`src/slg_pkg.sv`:
```
// package of constants for the stack limit and ram guard block
package slg_pkg;
    // register offsets on the plain register port
    localparam logic [15:0] ADDR_BOOT_RAM_CTRL   = 16'h0750; // boot ram segment control
    localparam logic [15:0] ADDR_SECURE_RAM_CTRL = 16'h0752; // secure ram segment control
    localparam logic [15:0] ADDR_STACK_LIMIT     = 16'h0020; // stack limit register
    localparam logic [15:0] ADDR_STACK_POINTER   = 16'h001e; // stack pointer register
    localparam logic [15:0] ADDR_GUARD_STATUS    = 16'h0754; // sticky violation status
    // reset values
    localparam logic [15:0] RST_SEG_CTRL         = 16'h0000; // both segment controls
    localparam logic [15:0] RST_STACK_POINTER    = 16'h0800; // pointer starts at the floor
    // fixed floor protecting the special function space
    localparam logic [15:0] STACK_FLOOR          = 16'h0800;
    // segment control field positions
    localparam int          SEG_EN_BIT           = 0;        // segment protection enable
    localparam int          SEG_RD_BIT           = 1;        // read guard
    localparam int          SEG_WR_BIT           = 2;        // write guard
    localparam logic [15:0] SEG_CTRL_MASK        = 16'h0007; // implemented bits
    // stack operation codes from the address generator
    typedef enum logic [1:0] {
        SLG_OP_NONE,
        SLG_OP_PUSH,
        SLG_OP_POP,
        SLG_OP_ACCESS
    } slg_op_t;
    // kind of program counter push
    typedef enum logic [1:0] {
        SLG_PC_DATA,
        SLG_PC_CALL,
        SLG_PC_EXCEPT
    } slg_pc_t;
endpackage

```
`src/slg_seg_guard.sv`:
```
// protected ram segment access check
`timescale 1ns/1ps
module slg_seg_guard (
    // segment window and control
    input  wire logic [15:0] i_seg_base,
    input  wire logic [15:0] i_seg_top,
    input  wire logic [15:0] i_ctrl,
    // access under test
    input  wire logic [15:0] i_addr,
    input  wire logic        i_rd,
    input  wire logic        i_wr,
    input  wire logic        i_code_ok,
    // result
    output logic             o_deny
);
    logic hit; // access falls in the protected window
    always_comb begin
        hit    = (i_addr >= i_seg_base) && (i_addr <= i_seg_top);
        // only the owning code segment may touch an enabled segment
        o_deny = i_ctrl[slg_pkg::SEG_EN_BIT] && hit && (i_rd || i_wr) && !i_code_ok;
    end
endmodule // slg_seg_guard

```
`src/slg_stack_guard.sv`:
```
// stack limit checker, return word former and ram segment guard
// Notes on behaviour
// - pointer holds next free word, grows upward
// - push writes then increments; pop predecrements
// - call push clears top pc bit
// - exception push puts status byte with pc
// - stack limit has no reset value
// - stack limit bit zero reads zero
// - every stack address compared against limit
// - push at limit allowed, next push traps
// - pointer below floor raises underflow trap
// - boot ram only from boot code
// - secure ram only from secure code
// - segment registers absent in smallest variant
//
// Added by the designer: strobed register access.
`timescale 1ns/1ps
module slg_stack_guard #(
    parameter bit HAS_SEG_REGS = 1'b1 // zero for the smallest ram and flash variant
) (
    // clock and reset
    input  wire logic                 i_clk,
    input  wire logic                 i_rst,
    // register port
    input  wire logic [15:0]          i_reg_addr,
    input  wire logic [15:0]          i_reg_wdata,
    input  wire logic                 i_reg_wr,
    input  wire logic                 i_reg_rd,
    output logic      [15:0]          o_reg_rdata,
    // stack operation from the address generator
    input  wire slg_pkg::slg_op_t     i_stk_op,
    input  wire slg_pkg::slg_pc_t     i_pc_kind,
    input  wire logic [22:0]          i_pc,
    input  wire logic [7:0]           i_status_low_byte,
    input  wire logic [15:0]          i_push_data,
    // stack memory request
    output logic      [15:0]          o_stk_addr,
    output logic      [15:0]          o_stk_wdata,
    output logic                      o_stk_wr,
    output logic                      o_stk_rd,
    // trap request to the exception controller
    output logic                      o_stack_trap,
    // data ram access for segment guarding
    input  wire logic [15:0]          i_ram_addr,
    input  wire logic                 i_ram_rd,
    input  wire logic                 i_ram_wr,
    input  wire logic                 i_exec_boot,
    input  wire logic                 i_exec_secure,
    input  wire logic [15:0]          i_boot_seg_base,
    input  wire logic [15:0]          i_boot_seg_top,
    input  wire logic [15:0]          i_sec_seg_base,
    input  wire logic [15:0]          i_sec_seg_top,
    output logic                      o_ram_deny
);
    // register state
    logic [15:0] stack_pointer_reg, stack_pointer_next; // next free word
    logic [15:0] stack_limit_reg, stack_limit_next;     // upper stack boundary
    logic [15:0] boot_ram_ctrl_reg, boot_ram_ctrl_next;
    logic [15:0] sec_ram_ctrl_reg, sec_ram_ctrl_next;
    logic [15:0] status_reg, status_next;               // sticky violation flags
    logic [15:0] rdata_reg, rdata_next;
    // stack request outputs
    logic [15:0] stk_addr_reg, stk_addr_next;
    logic [15:0] stk_wdata_reg, stk_wdata_next;
    logic        stk_wr_reg, stk_wr_next;
    logic        stk_rd_reg, stk_rd_next;
    logic        trap_reg, trap_next;
    logic        deny_reg, deny_next;
    // combinational helpers
    logic [15:0] ea;          // effective stack address
    logic        over_limit;  // address beyond the limit
    logic        under_floor; // address below the floor
    logic        boot_deny, sec_deny;

    // word aligned limit value
    function automatic logic [15:0] align_word(input logic [15:0] v);
        align_word = {v[15:1], 1'b0};
    endfunction

    // segment guards, one per protected segment
    slg_seg_guard u_boot_guard (
        .i_seg_base (i_boot_seg_base),
        .i_seg_top  (i_boot_seg_top),
        .i_ctrl     (boot_ram_ctrl_reg),
        .i_addr     (i_ram_addr),
        .i_rd       (i_ram_rd),
        .i_wr       (i_ram_wr),
        .i_code_ok  (i_exec_boot),
        .o_deny     (boot_deny)
    );
    slg_seg_guard u_sec_guard (
        .i_seg_base (i_sec_seg_base),
        .i_seg_top  (i_sec_seg_top),
        .i_ctrl     (sec_ram_ctrl_reg),
        .i_addr     (i_ram_addr),
        .i_rd       (i_ram_rd),
        .i_wr       (i_ram_wr),
        .i_code_ok  (i_exec_secure),
        .o_deny     (sec_deny)
    );

    // stack address, checks and next state of all registers
    always_comb begin
        stack_pointer_next = stack_pointer_reg;
        stack_limit_next   = stack_limit_reg;
        boot_ram_ctrl_next = boot_ram_ctrl_reg;
        sec_ram_ctrl_next  = sec_ram_ctrl_reg;
        status_next        = status_reg;
        rdata_next         = 16'h0000;
        stk_addr_next      = stk_addr_reg;
        stk_wdata_next     = stk_wdata_reg;
        stk_wr_next        = 1'b0;
        stk_rd_next        = 1'b0;
        trap_next          = 1'b0;
        // pop uses the predecremented pointer, others the pointer itself
        ea = (i_stk_op == slg_pkg::SLG_OP_POP) ? stack_pointer_reg - 16'h0002
                                               : stack_pointer_reg;
        // equality with the limit is legal; only beyond it traps
        over_limit  = ea > stack_limit_reg;
        under_floor = ea < slg_pkg::STACK_FLOOR;
        // software writes first so a same-cycle push or pop overrides a pointer write
        if (i_reg_wr) begin
            case (i_reg_addr)
                slg_pkg::ADDR_STACK_POINTER: stack_pointer_next = align_word(i_reg_wdata);
                slg_pkg::ADDR_STACK_LIMIT:   stack_limit_next = align_word(i_reg_wdata);
                slg_pkg::ADDR_BOOT_RAM_CTRL:
                    if (HAS_SEG_REGS) boot_ram_ctrl_next = i_reg_wdata & slg_pkg::SEG_CTRL_MASK;
                slg_pkg::ADDR_SECURE_RAM_CTRL:
                    if (HAS_SEG_REGS) sec_ram_ctrl_next = i_reg_wdata & slg_pkg::SEG_CTRL_MASK;
                slg_pkg::ADDR_GUARD_STATUS:  status_next = status_reg & ~i_reg_wdata;
                default: ;
            endcase
        end
        if (i_reg_rd) begin
            case (i_reg_addr)
                slg_pkg::ADDR_STACK_POINTER:   rdata_next = stack_pointer_reg;
                slg_pkg::ADDR_STACK_LIMIT:     rdata_next = align_word(stack_limit_reg);
                slg_pkg::ADDR_BOOT_RAM_CTRL:   rdata_next = boot_ram_ctrl_reg;
                slg_pkg::ADDR_SECURE_RAM_CTRL: rdata_next = sec_ram_ctrl_reg;
                slg_pkg::ADDR_GUARD_STATUS:    rdata_next = status_reg;
                default:                       rdata_next = 16'h0000;
            endcase
        end
        // stack operations
        case (i_stk_op)
            slg_pkg::SLG_OP_PUSH: begin
                stk_addr_next      = ea;
                stk_wr_next        = 1'b1;
                stack_pointer_next = stack_pointer_reg + 16'h0002;
                case (i_pc_kind)
                    slg_pkg::SLG_PC_CALL:
                        stk_wdata_next = {9'h000, i_pc[22:16]};
                    slg_pkg::SLG_PC_EXCEPT:
                        stk_wdata_next = {i_status_low_byte, 1'b0, i_pc[22:16]};
                    default:
                        stk_wdata_next = i_push_data;
                endcase
            end
            slg_pkg::SLG_OP_POP: begin
                stk_addr_next      = ea;
                stk_rd_next        = 1'b1;
                stack_pointer_next = ea;
            end
            slg_pkg::SLG_OP_ACCESS: begin
                stk_addr_next = ea;
                stk_rd_next   = 1'b1;
            end
            default: ;
        endcase
        // one trap pulse per offending access
        if (i_stk_op != slg_pkg::SLG_OP_NONE) begin
            trap_next = over_limit || under_floor;
            // hardware set wins over a software clear in the same cycle
            if (over_limit)  status_next[0] = 1'b1;
            if (under_floor) status_next[1] = 1'b1;
        end
        deny_next = boot_deny || sec_deny;
        if (boot_deny) status_next[2] = 1'b1;
        if (sec_deny)  status_next[3] = 1'b1;
        if (!HAS_SEG_REGS) begin
            boot_ram_ctrl_next = slg_pkg::RST_SEG_CTRL;
            sec_ram_ctrl_next  = slg_pkg::RST_SEG_CTRL;
        end
    end

    // registers with reset; the limit is left out on purpose
    always_ff @(posedge i_clk) begin
        if (i_rst) begin
            stack_pointer_reg <= slg_pkg::RST_STACK_POINTER;
            boot_ram_ctrl_reg <= slg_pkg::RST_SEG_CTRL;
            sec_ram_ctrl_reg  <= slg_pkg::RST_SEG_CTRL;
            status_reg        <= 16'h0000;
            rdata_reg         <= 16'h0000;
            stk_addr_reg      <= 16'h0000;
            stk_wdata_reg     <= 16'h0000;
            stk_wr_reg        <= 1'b0;
            stk_rd_reg        <= 1'b0;
            trap_reg          <= 1'b0;
            deny_reg          <= 1'b0;
        end else begin
            stack_pointer_reg <= stack_pointer_next;
            boot_ram_ctrl_reg <= boot_ram_ctrl_next;
            sec_ram_ctrl_reg  <= sec_ram_ctrl_next;
            status_reg        <= status_next;
            rdata_reg         <= rdata_next;
            stk_addr_reg      <= stk_addr_next;
            stk_wdata_reg     <= stk_wdata_next;
            stk_wr_reg        <= stk_wr_next;
            stk_rd_reg        <= stk_rd_next;
            trap_reg          <= trap_next;
            deny_reg          <= deny_next;
        end
    end

    // limit has no reset; software must load it before use
    always_ff @(posedge i_clk) begin
        stack_limit_reg <= stack_limit_next;
    end

    assign o_reg_rdata  = rdata_reg;
    assign o_stk_addr   = stk_addr_reg;
    assign o_stk_wdata  = stk_wdata_reg;
    assign o_stk_wr     = stk_wr_reg;
    assign o_stk_rd     = stk_rd_reg;
    assign o_stack_trap = trap_reg;
    assign o_ram_deny   = deny_reg;

    // checks on the pointer and the driven outputs
    a_push_increments: assert property (@(posedge i_clk) disable iff (i_rst)
        i_stk_op == slg_pkg::SLG_OP_PUSH |=> stack_pointer_reg == $past(stack_pointer_reg) + 16'h0002)
        else $error("push did not advance pointer");
    a_pop_predec: assert property (@(posedge i_clk) disable iff (i_rst)
        i_stk_op == slg_pkg::SLG_OP_POP |=> o_stk_addr == $past(stack_pointer_reg) - 16'h0002)
        else $error("pop address not predecremented");
    a_push_at_ptr: assert property (@(posedge i_clk) disable iff (i_rst)
        i_stk_op == slg_pkg::SLG_OP_PUSH |=> o_stk_wr && o_stk_addr == $past(stack_pointer_reg))
        else $error("push not at pointer");
    a_call_msb_clear: assert property (@(posedge i_clk) disable iff (i_rst)
        i_stk_op == slg_pkg::SLG_OP_PUSH && i_pc_kind == slg_pkg::SLG_PC_CALL
        |=> o_stk_wdata[15:7] == 9'h000)
        else $error("call push top bits set");
    a_except_status: assert property (@(posedge i_clk) disable iff (i_rst)
        i_stk_op == slg_pkg::SLG_OP_PUSH && i_pc_kind == slg_pkg::SLG_PC_EXCEPT
        |=> o_stk_wdata[15:8] == $past(i_status_low_byte))
        else $error("exception push lacks status byte");
    a_limit_aligned: assert property (@(posedge i_clk) disable iff (i_rst)
        i_reg_rd && i_reg_addr == slg_pkg::ADDR_STACK_LIMIT |=> o_reg_rdata[0] == 1'b0)
        else $error("limit bit zero not clear");
    a_equal_no_trap: assert property (@(posedge i_clk) disable iff (i_rst)
        i_stk_op == slg_pkg::SLG_OP_PUSH && stack_pointer_reg == stack_limit_reg
        && stack_pointer_reg >= slg_pkg::STACK_FLOOR |=> !o_stack_trap)
        else $error("push at limit trapped");
    a_over_trap: assert property (@(posedge i_clk) disable iff (i_rst)
        i_stk_op == slg_pkg::SLG_OP_PUSH && stack_pointer_reg > stack_limit_reg |=> o_stack_trap)
        else $error("push beyond limit missed");
    a_floor_trap: assert property (@(posedge i_clk) disable iff (i_rst)
        i_stk_op == slg_pkg::SLG_OP_ACCESS && stack_pointer_reg < slg_pkg::STACK_FLOOR
        |=> o_stack_trap)
        else $error("underflow trap missed");
    a_trap_single: assert property (@(posedge i_clk) disable iff (i_rst)
        o_stack_trap |-> $past(i_stk_op) != slg_pkg::SLG_OP_NONE)
        else $error("trap without access");
    a_boot_deny: assert property (@(posedge i_clk) disable iff (i_rst)
        boot_ram_ctrl_reg[slg_pkg::SEG_EN_BIT] && i_ram_rd && !i_exec_boot
        && i_ram_addr >= i_boot_seg_base && i_ram_addr <= i_boot_seg_top |=> o_ram_deny)
        else $error("boot segment not guarded");
    a_secure_deny: assert property (@(posedge i_clk) disable iff (i_rst)
        sec_ram_ctrl_reg[slg_pkg::SEG_EN_BIT] && i_ram_wr && !i_exec_secure
        && i_ram_addr >= i_sec_seg_base && i_ram_addr <= i_sec_seg_top |=> o_ram_deny)
        else $error("secure segment not guarded");
endmodule // slg_stack_guard

```
`config.mk`:
```
export PLATFORM = sky130hd
export DESIGN_NAME = slg_stack_guard
export DESIGN_NICKNAME = d
export VERILOG_FILES = /design/src/slg_pkg.sv /design/src/slg_seg_guard.sv /design/src/slg_stack_guard.sv
export SDC_FILE = /design/constraint.sdc
export NUM_CORES = 1
export LEC_CHECK = 0
export ABC_AREA = 1
export ABC_CLOCK_PERIOD_IN_PS = 2600
export BUFFER_PORTS_ARGS = -buffer_cell sky130_fd_sc_hd__buf_4
export CORE_ASPECT_RATIO = 0.7
export CORE_UTILIZATION = 50
export CTS_CLUSTER_SIZE = 25
export DETAILED_ROUTE_END_ITERATION = 10
export GPL_TIMING_DRIVEN = 0
export HOLD_SLACK_MARGIN = 0.08
export PLACE_DENSITY = 0.86
export SYNTH_ARGS = -nofsm -noshare
export SYNTH_HDL_FRONTEND = slang
export SYNTH_HIERARCHICAL = 1
export SYNTH_SLANG_ARGS = --single-unit
```
`constraint.sdc`:
```
create_clock -name i_clk -period 2.6 [get_ports i_clk]
set_input_delay 0.52 -clock i_clk [delete_from_list [all_inputs] [get_ports i_clk]]
set_output_delay 0.52 -clock i_clk [all_outputs]
set_load 0.1 [all_outputs]
```
======== Word-level counts from Yosys, hierarchy flattened ========
Cells that the tools add are included.
cells by class
  add/sub/neg operators ................... 2
  magnitude comparators ................... 6
  equality and inequality tests ........... 10
  mux-type cells .......................... 15
  bitwise operators ....................... 4
  reduce and logical (&&, ||, !) cells .... 31
operator list
  cell                                                                            count
  16-bit case mux with 5 select lines                                             1
  16-bit case mux with 2 select lines                                             2
  16-bit by 11-bit equality test with 1-bit output, second input constant         3
  16-bit 2-to-1 mux                                                               3
  16-bit >= comparator                                                            2
  16-bit <= comparator                                                            2
  16-bit by 2-bit adder with 16-bit output, second input constant                 1
  16-bit AND                                                                      1
  16-bit by 5-bit equality test with 1-bit output, second input constant          1
  16-bit by 6-bit equality test with 1-bit output, second input constant          1
  16-bit > comparator                                                             1
  16-bit by 12-bit less-than comparator with 1-bit output, second input constant  1
  16-bit NOT                                                                      1
  16-bit by 2-bit subtractor with 16-bit output, second input constant            1
  2-bit AND reduction                                                             7
  2-bit nonzero test                                                              5
  1-bit logical AND                                                               8
  4-bit 2-to-1 mux                                                                2
  2-bit equality test, second input constant                                      3
  1-bit 2-to-1 mux                                                                6
  3-bit nonzero test                                                              2
  2-bit OR reduction                                                              3
  2-bit by 1-bit equality test with 1-bit output, second input constant           2
  1-bit logical OR                                                                3
  4 further kinds                                                                 6
storage, ports and cells
  bits in registers ....................... 105
  input bits .............................. 171
  output and inout bits ................... 52
  logic and storage cells ................. 83

======== Depth between registers and ports, before layout ========
  word-level depth ........................ 7
  mapped depth ............................ 18
  mapped depth without buffers ............ 17

======== Hierarchy ========
Netlist, hierarchy kept.
modules (own cells, without submodules)
  module                         times used  cells each  area an instance (µm²)  sequential area each (µm²)
  slg_stack_guard                1           770         5556.6                  2212.1
  slg_seg_guard at u_boot_guard  1           144         882.1                   0.0
  slg_seg_guard at u_sec_guard   1           144         869.6                   0.0

======== Worst setup path after synthesis ========
No wires, ideal clock.
  kind .................................... input-to-reg
  from .................................... in i_stk_op[0]
  to ...................................... reg trap_reg, in the netlist o_stack_trap
  library setup time ...................... 0.114 ns
  data arrival time ....................... 2.331 ns
  required time ........................... 2.486 ns
  path slack .............................. 0.155 ns
  stages on the path ...................... 17
  path buffers ............................ 1
  path through ............................ inv_1 ha_1 buf_4 nand3_2 nor2_4 nand3_1 xor2_1 ha_1 nand2_1 inv_1 nand3_1 nor3b_1 nand3_1 nand2_1 inv_1 nand2_1 nand2_1
between the ends
  word-level cells in the longest chain between the ends .. 4
  elaborated cells between the ends (all ways) .. 8
  classes of those cells .................. order compare (2); eq/ne (1); mux (1); bitwise (1); reduce/logical (3)
ends and longest elaborated chain
  element                                                                                                RTL line                                        RTL
  from (decl)                                                                                            slg_stack_guard.sv:31                           input wire slg_pkg::slg_op_t i_stk_op,
  2-bit equality test (*)                                                                                slg_stack_guard.sv:116                          ea = (i_stk_op == slg_pkg::SLG_OP_POP) ? stack_pointer_reg - 16'h0002
  16-bit 2-to-1 mux (*)                                                                                  slg_stack_guard.sv:116
  named net ea[7]                                                                                        slg_stack_guard.sv:70                           logic [15:0] ea;
  16-bit > comparator / 16-bit by 12-bit less-than comparator with 1-bit output (equally long branches)  slg_stack_guard.sv:119, slg_stack_guard.sv:120
  1-bit logical OR (*)                                                                                   slg_stack_guard.sv:172                          trap_next = over_limit || under_floor;
  to (signal assigned)                                                                                   slg_stack_guard.sv:210                          trap_reg <= trap_next;
  to (decl)                                                                                              slg_stack_guard.sv:67                           logic trap_reg, trap_next;
The timed path passes the listed nets; every way through them passes the cells marked *.
A chain may end at the register's enable or synchronous reset.

======== Final worst setup path ========
  from .................................... reg stack_pointer_reg[2]
  to ...................................... reg status_reg[0]
between the ends
  word-level cells in the longest chain between the ends .. 5
ends and longest elaborated chain
  element                                        RTL line                RTL
  from (decl)                                    slg_stack_guard.sv:56   logic [15:0] stack_pointer_reg, stack_pointer_next;
  from (signal assigned)                         slg_stack_guard.sv:189  stack_pointer_reg <= slg_pkg::RST_STACK_POINTER;
  from (signal assigned)                         slg_stack_guard.sv:201  stack_pointer_reg <= stack_pointer_next;
  16-bit by 2-bit subtractor with 16-bit output  slg_stack_guard.sv:116
  16-bit 2-to-1 mux                              slg_stack_guard.sv:116
  named net ea[7]                                slg_stack_guard.sv:70
  16-bit > comparator                            slg_stack_guard.sv:119  over_limit = ea > stack_limit_reg;
  1-bit 2-to-1 mux                               slg_stack_guard.sv:174  if (over_limit) status_next[0] = 1'b1;
  2-bit 2-to-1 mux                               slg_stack_guard.sv:171  if (i_stk_op != slg_pkg::SLG_OP_NONE) begin
  to (signal assigned)                           slg_stack_guard.sv:204  status_reg <= status_next;
  to (decl)                                      slg_stack_guard.sv:60   logic [15:0] status_reg, status_next;
The timed path passes the listed nets, and every way through them passes these cells.

==> flow_summary_export.csv <==
group,metric,value,unit
layout,final_area,0.00950,mm^2
sta,relSlewSlack,50.5,%
clocking,numClockSinks,103,
min_path,hold_start,"i_reg_wdata[5]",
sta,worst_slack,55.2,ps
floorplanning,dieArea,0.0151,mm^2
grt,grtUsageTotal,30.6,%
sta,max_freq,393,MHz
sta,setup_tns,0,ps
setup_path,arrival,2790,ps
sta,hold_viol,0,
setup_path,worstSetupEndpointType,"flop",
power,p_comb_share,31.2,%
setup_path,reg2reg_from,"stack_pointer_reg[2]",
setup_path,critical_path_required,2850,ps
power,peakVddDrop,0.000317,V
yosys,synth-async-reset-ratio,0,%
power,p_int,2.84,mW
power,p_clk_share,29.8,%
yosys,ys_ff_latch,103,
routing,drt_iter0_markers,733,
yosys,synth_edf_count,15,
floorplanning,io_pins,223,
status,status,"complete, no violations",
placed_design,gp_congestion,0.962,
layout,multi_input_area,0.00435,mm^2
floorplanning,core_area,0.0141,mm^2
setup_path,cp_max_fo,7,
clocking,tritoncts.num_buffers,9,
layout,fin_cells,1474,
layout,finalNetCount,1537,
floorplanning,placementRows,36,
clocking,htreeDepth,3,
layout,diodes,0,
power,leakage,4.74,nW
grt,grt_pass1_vias,7156,
power,switching_share,36.3,%
floorplanning,start_util,51.8,%
floorplanning,die-width,147,um
yosys,yosysWarningCount,6,
clocking,cts.clk_slew.worst_paths,80,ps
routing,vias_per_cell,5.28,
clocking,clkLatencyLatePin,350,ps
clocking,cts_root_buffer,"clkbuf_16",
grt,grt_overflow_total,0,
routing,first_pass_iters,6,
yosys,ys_types,47,
yosys,yosysTopAreaCell,"dfxtp_1",
min_path,hp-class,"input port to flop",
min_path,hold_depth,1,
layout,fill_cells,1256,
min_path,whs_endpoint,"stack_limit_reg[5]",
yosys,synth_area_leaders,"dfxtp_1 24%, ha_1 15%, nand2_1 11%",
placed_design,dp.cells,1453,
placed_design,dp_hpwl,18.5,mm
placed_design,dp_slack,-744,ps
power,p_per_area,470,mW/mm^2
power,power_switching,1.62,mW
placed_design,dpl_cell_area,0.00908,mm^2
floorplanning,die_height,103,um
routing,detail_route.wirelength,22.9,mm
power,power,4.46,mW
clocking,cts_tree,"done",
yosys,synthFlopType,"dfxtp_1",
clocking,cts_buffer_depth,2,
grt,grt_pass1_wl,35.8,mm
setup_path,reg2reg_to,"status_reg[0]",
sta,tightest_slew,743,ps
setup_path,crit_type,"flop to flop",
power,seqPwrFrac,39.0,%
routing,drc,0,
yosys,synth_fp_nets,1316,
sta,finalCriticalPeriod,2540,ps
sta,holdWs,372,ps
layout,fin_util,67.4,%
yosys,synthCells,1058,
routing,via_count,7776,
setup_path,rr_worst_depth,16,
routing,drt-wirelength-per-cell,15.5,um
layout,area_growth,30.0,%
layout,regArea,0.00222,mm^2
grt,grt_max_degree,21,
sta,skew,9.69,ps
routing,antenna_left,0,
yosys,ys_seq_area_share,30.3,%
setup_path,start_kind,"flop",
yosys,netlist.area_leader.share,24.1,%
setup_path,r2r_slack,60,ps
sta,period_share,97.9,%
sta,slew_violations,0,
placed_design,port_buffers,205,
flow_run,max-cap-violations,0,
layout,drive_gt1_share,23.6,%
yosys,syn_area_per_cell,6.91,um^2
grt,antenna_found_initial,0,
sta,finalSetupViolCount,0,
yosys,syn-cell-area,0.00731,mm^2
==> repair_timing <==
action                                  CTS  global route
pin swaps                                 3             6
gates resized for setup                   8            12
buffers inserted                          3             3
endpoints found under the hold margin     0             0
endpoints found under the setup margin   17            16
hold buffers                              0             0
==> how the worst max path moves through the flow <==
stage                               startpoint             to  slack [ps]  cells past startpoint
after floorplan                    i_stk_op[0]   o_stack_trap         160                     17
after global placement             i_stk_op[0]   o_stack_trap        -700                     18
after detailed placement           i_stk_op[0]  status_reg[0]        -740                     18
after CTS                          i_stk_op[0]  status_reg[0]          20                     18
after global routing      stack_pointer_reg[2]   o_stack_trap         -40                     15
final                     stack_pointer_reg[2]  status_reg[0]          60                     16
==> layout make-up <==
| cell class | instances | share of cell area (%) |
|---|---|---|
| Tap cell | 190 | 2.50 |
| Timing Repair Buffer | 211 | 16.7 |
| Multi-Input combinational cell | 746 | 45.8 |
| Clock buffer | 9 | 2.37 |
| Clock inverter | 7 | 0.751 |
| Sequential cell | 103 | 23.3 |
| Buffer | 31 | 1.55 |
| Inverter | 177 | 6.99 |
==> synthesized netlist by cell type (all sizes together) (3+ instances only) <==
cell type	count
nor3	8
edfxtp	15
nand2	218
o21a	3
nor4	6
a21oi	100
nand4	8
o21ai	57
inv	174
o211ai	7
ha	87
dfxtp	88
xor2	10
a211oi	7
nor2	136
a31oi	8
clkbuf	20
clkinv	3
o22ai	13
buf	12
nand3	68
==> layout by cell type, fill, tap and decap left out, types with 4 or more instances in the layout <==
cell and instances:
nor2_4 6, a211oi_1 6, buf_2 4, nand2_2 8
nand2_1 210, ha_1 85, a21oi_1 97, inv_1 160
edfxtp_1 15, nand3_2 7, inv_2 14, clkbuf_16 9
o21ai_1 5, xor2_1 6, o21ai_0 52, xor2_2 4
nor2_2 11, nand3_1 61, nor3_1 6, nand4_1 7
buf_4 212, nor4_1 4, o22ai_1 13, dfxtp_1 86
o211ai_1 7, a31oi_1 8, clkbuf_1 20, nor2_1 119
==> critical path, stage by stage, from the launching register on <==
cell and delay [ps]:
dfxtp_4 390, inv_2 80, ha_4 140, nand3_2 100
nor2_4 140, nand3_2 100, xor2_2 180, ha_1 320
nand2_1 60, inv_1 90, nand3_2 80, nor3b_2 380
nand3_1 120, nand2_1 70, inv_1 40, nand2_1 90
nand2_1 60
==> logic make-up (layout without fill, tap and decap cells) <==
| family | count (synthesis) | in the layout | synth area share (%) |
|---|---|---|---|
| buffers and inverters | 209 | 435 | 11.2 |
| flip-flops | 103 | 103 | 30.3 |
| AO/OA/AOI/OAI | 201 | 201 | 15.4 |
| AND/OR/NAND/NOR | 447 | 447 | 26.9 |
| other | 1 | 1 | 0.0513 |
| adder cells (fa/ha/maj) | 87 | 87 | 14.9 |
| XOR/XNOR | 10 | 10 | 1.30 |
==> routing by layer <==
layer / up-vias / wire [um] / GRT usage (%) / part of all wire [%]
met2: 402 / 9450 / 47.3 / 41
met4: 0 / 216 / 5.69 / 0.94
met1: 3464 / 10300 / 41.7 / 45
met3: 25 / 2900 / 10.4 / 13
met5: - / 0 / 0 / 0
li1: 3885 / - / - / -
==> power groups by stage <==
stage | clock [mW] | sequential [mW] | combinational (mW)
finish | 1.33 | 1.74 | 1.39
global route | 1.41 | 1.74 | 1.52
global placement | 0 | 1.77 | 1.30
detailed placement | 0 | 1.77 | 1.33
CTS | 1.35 | 1.73 | 1.35
floorplan | 0 | 2.02 | 0.606
Note: power is estimated with default switching activity, not from simulation.
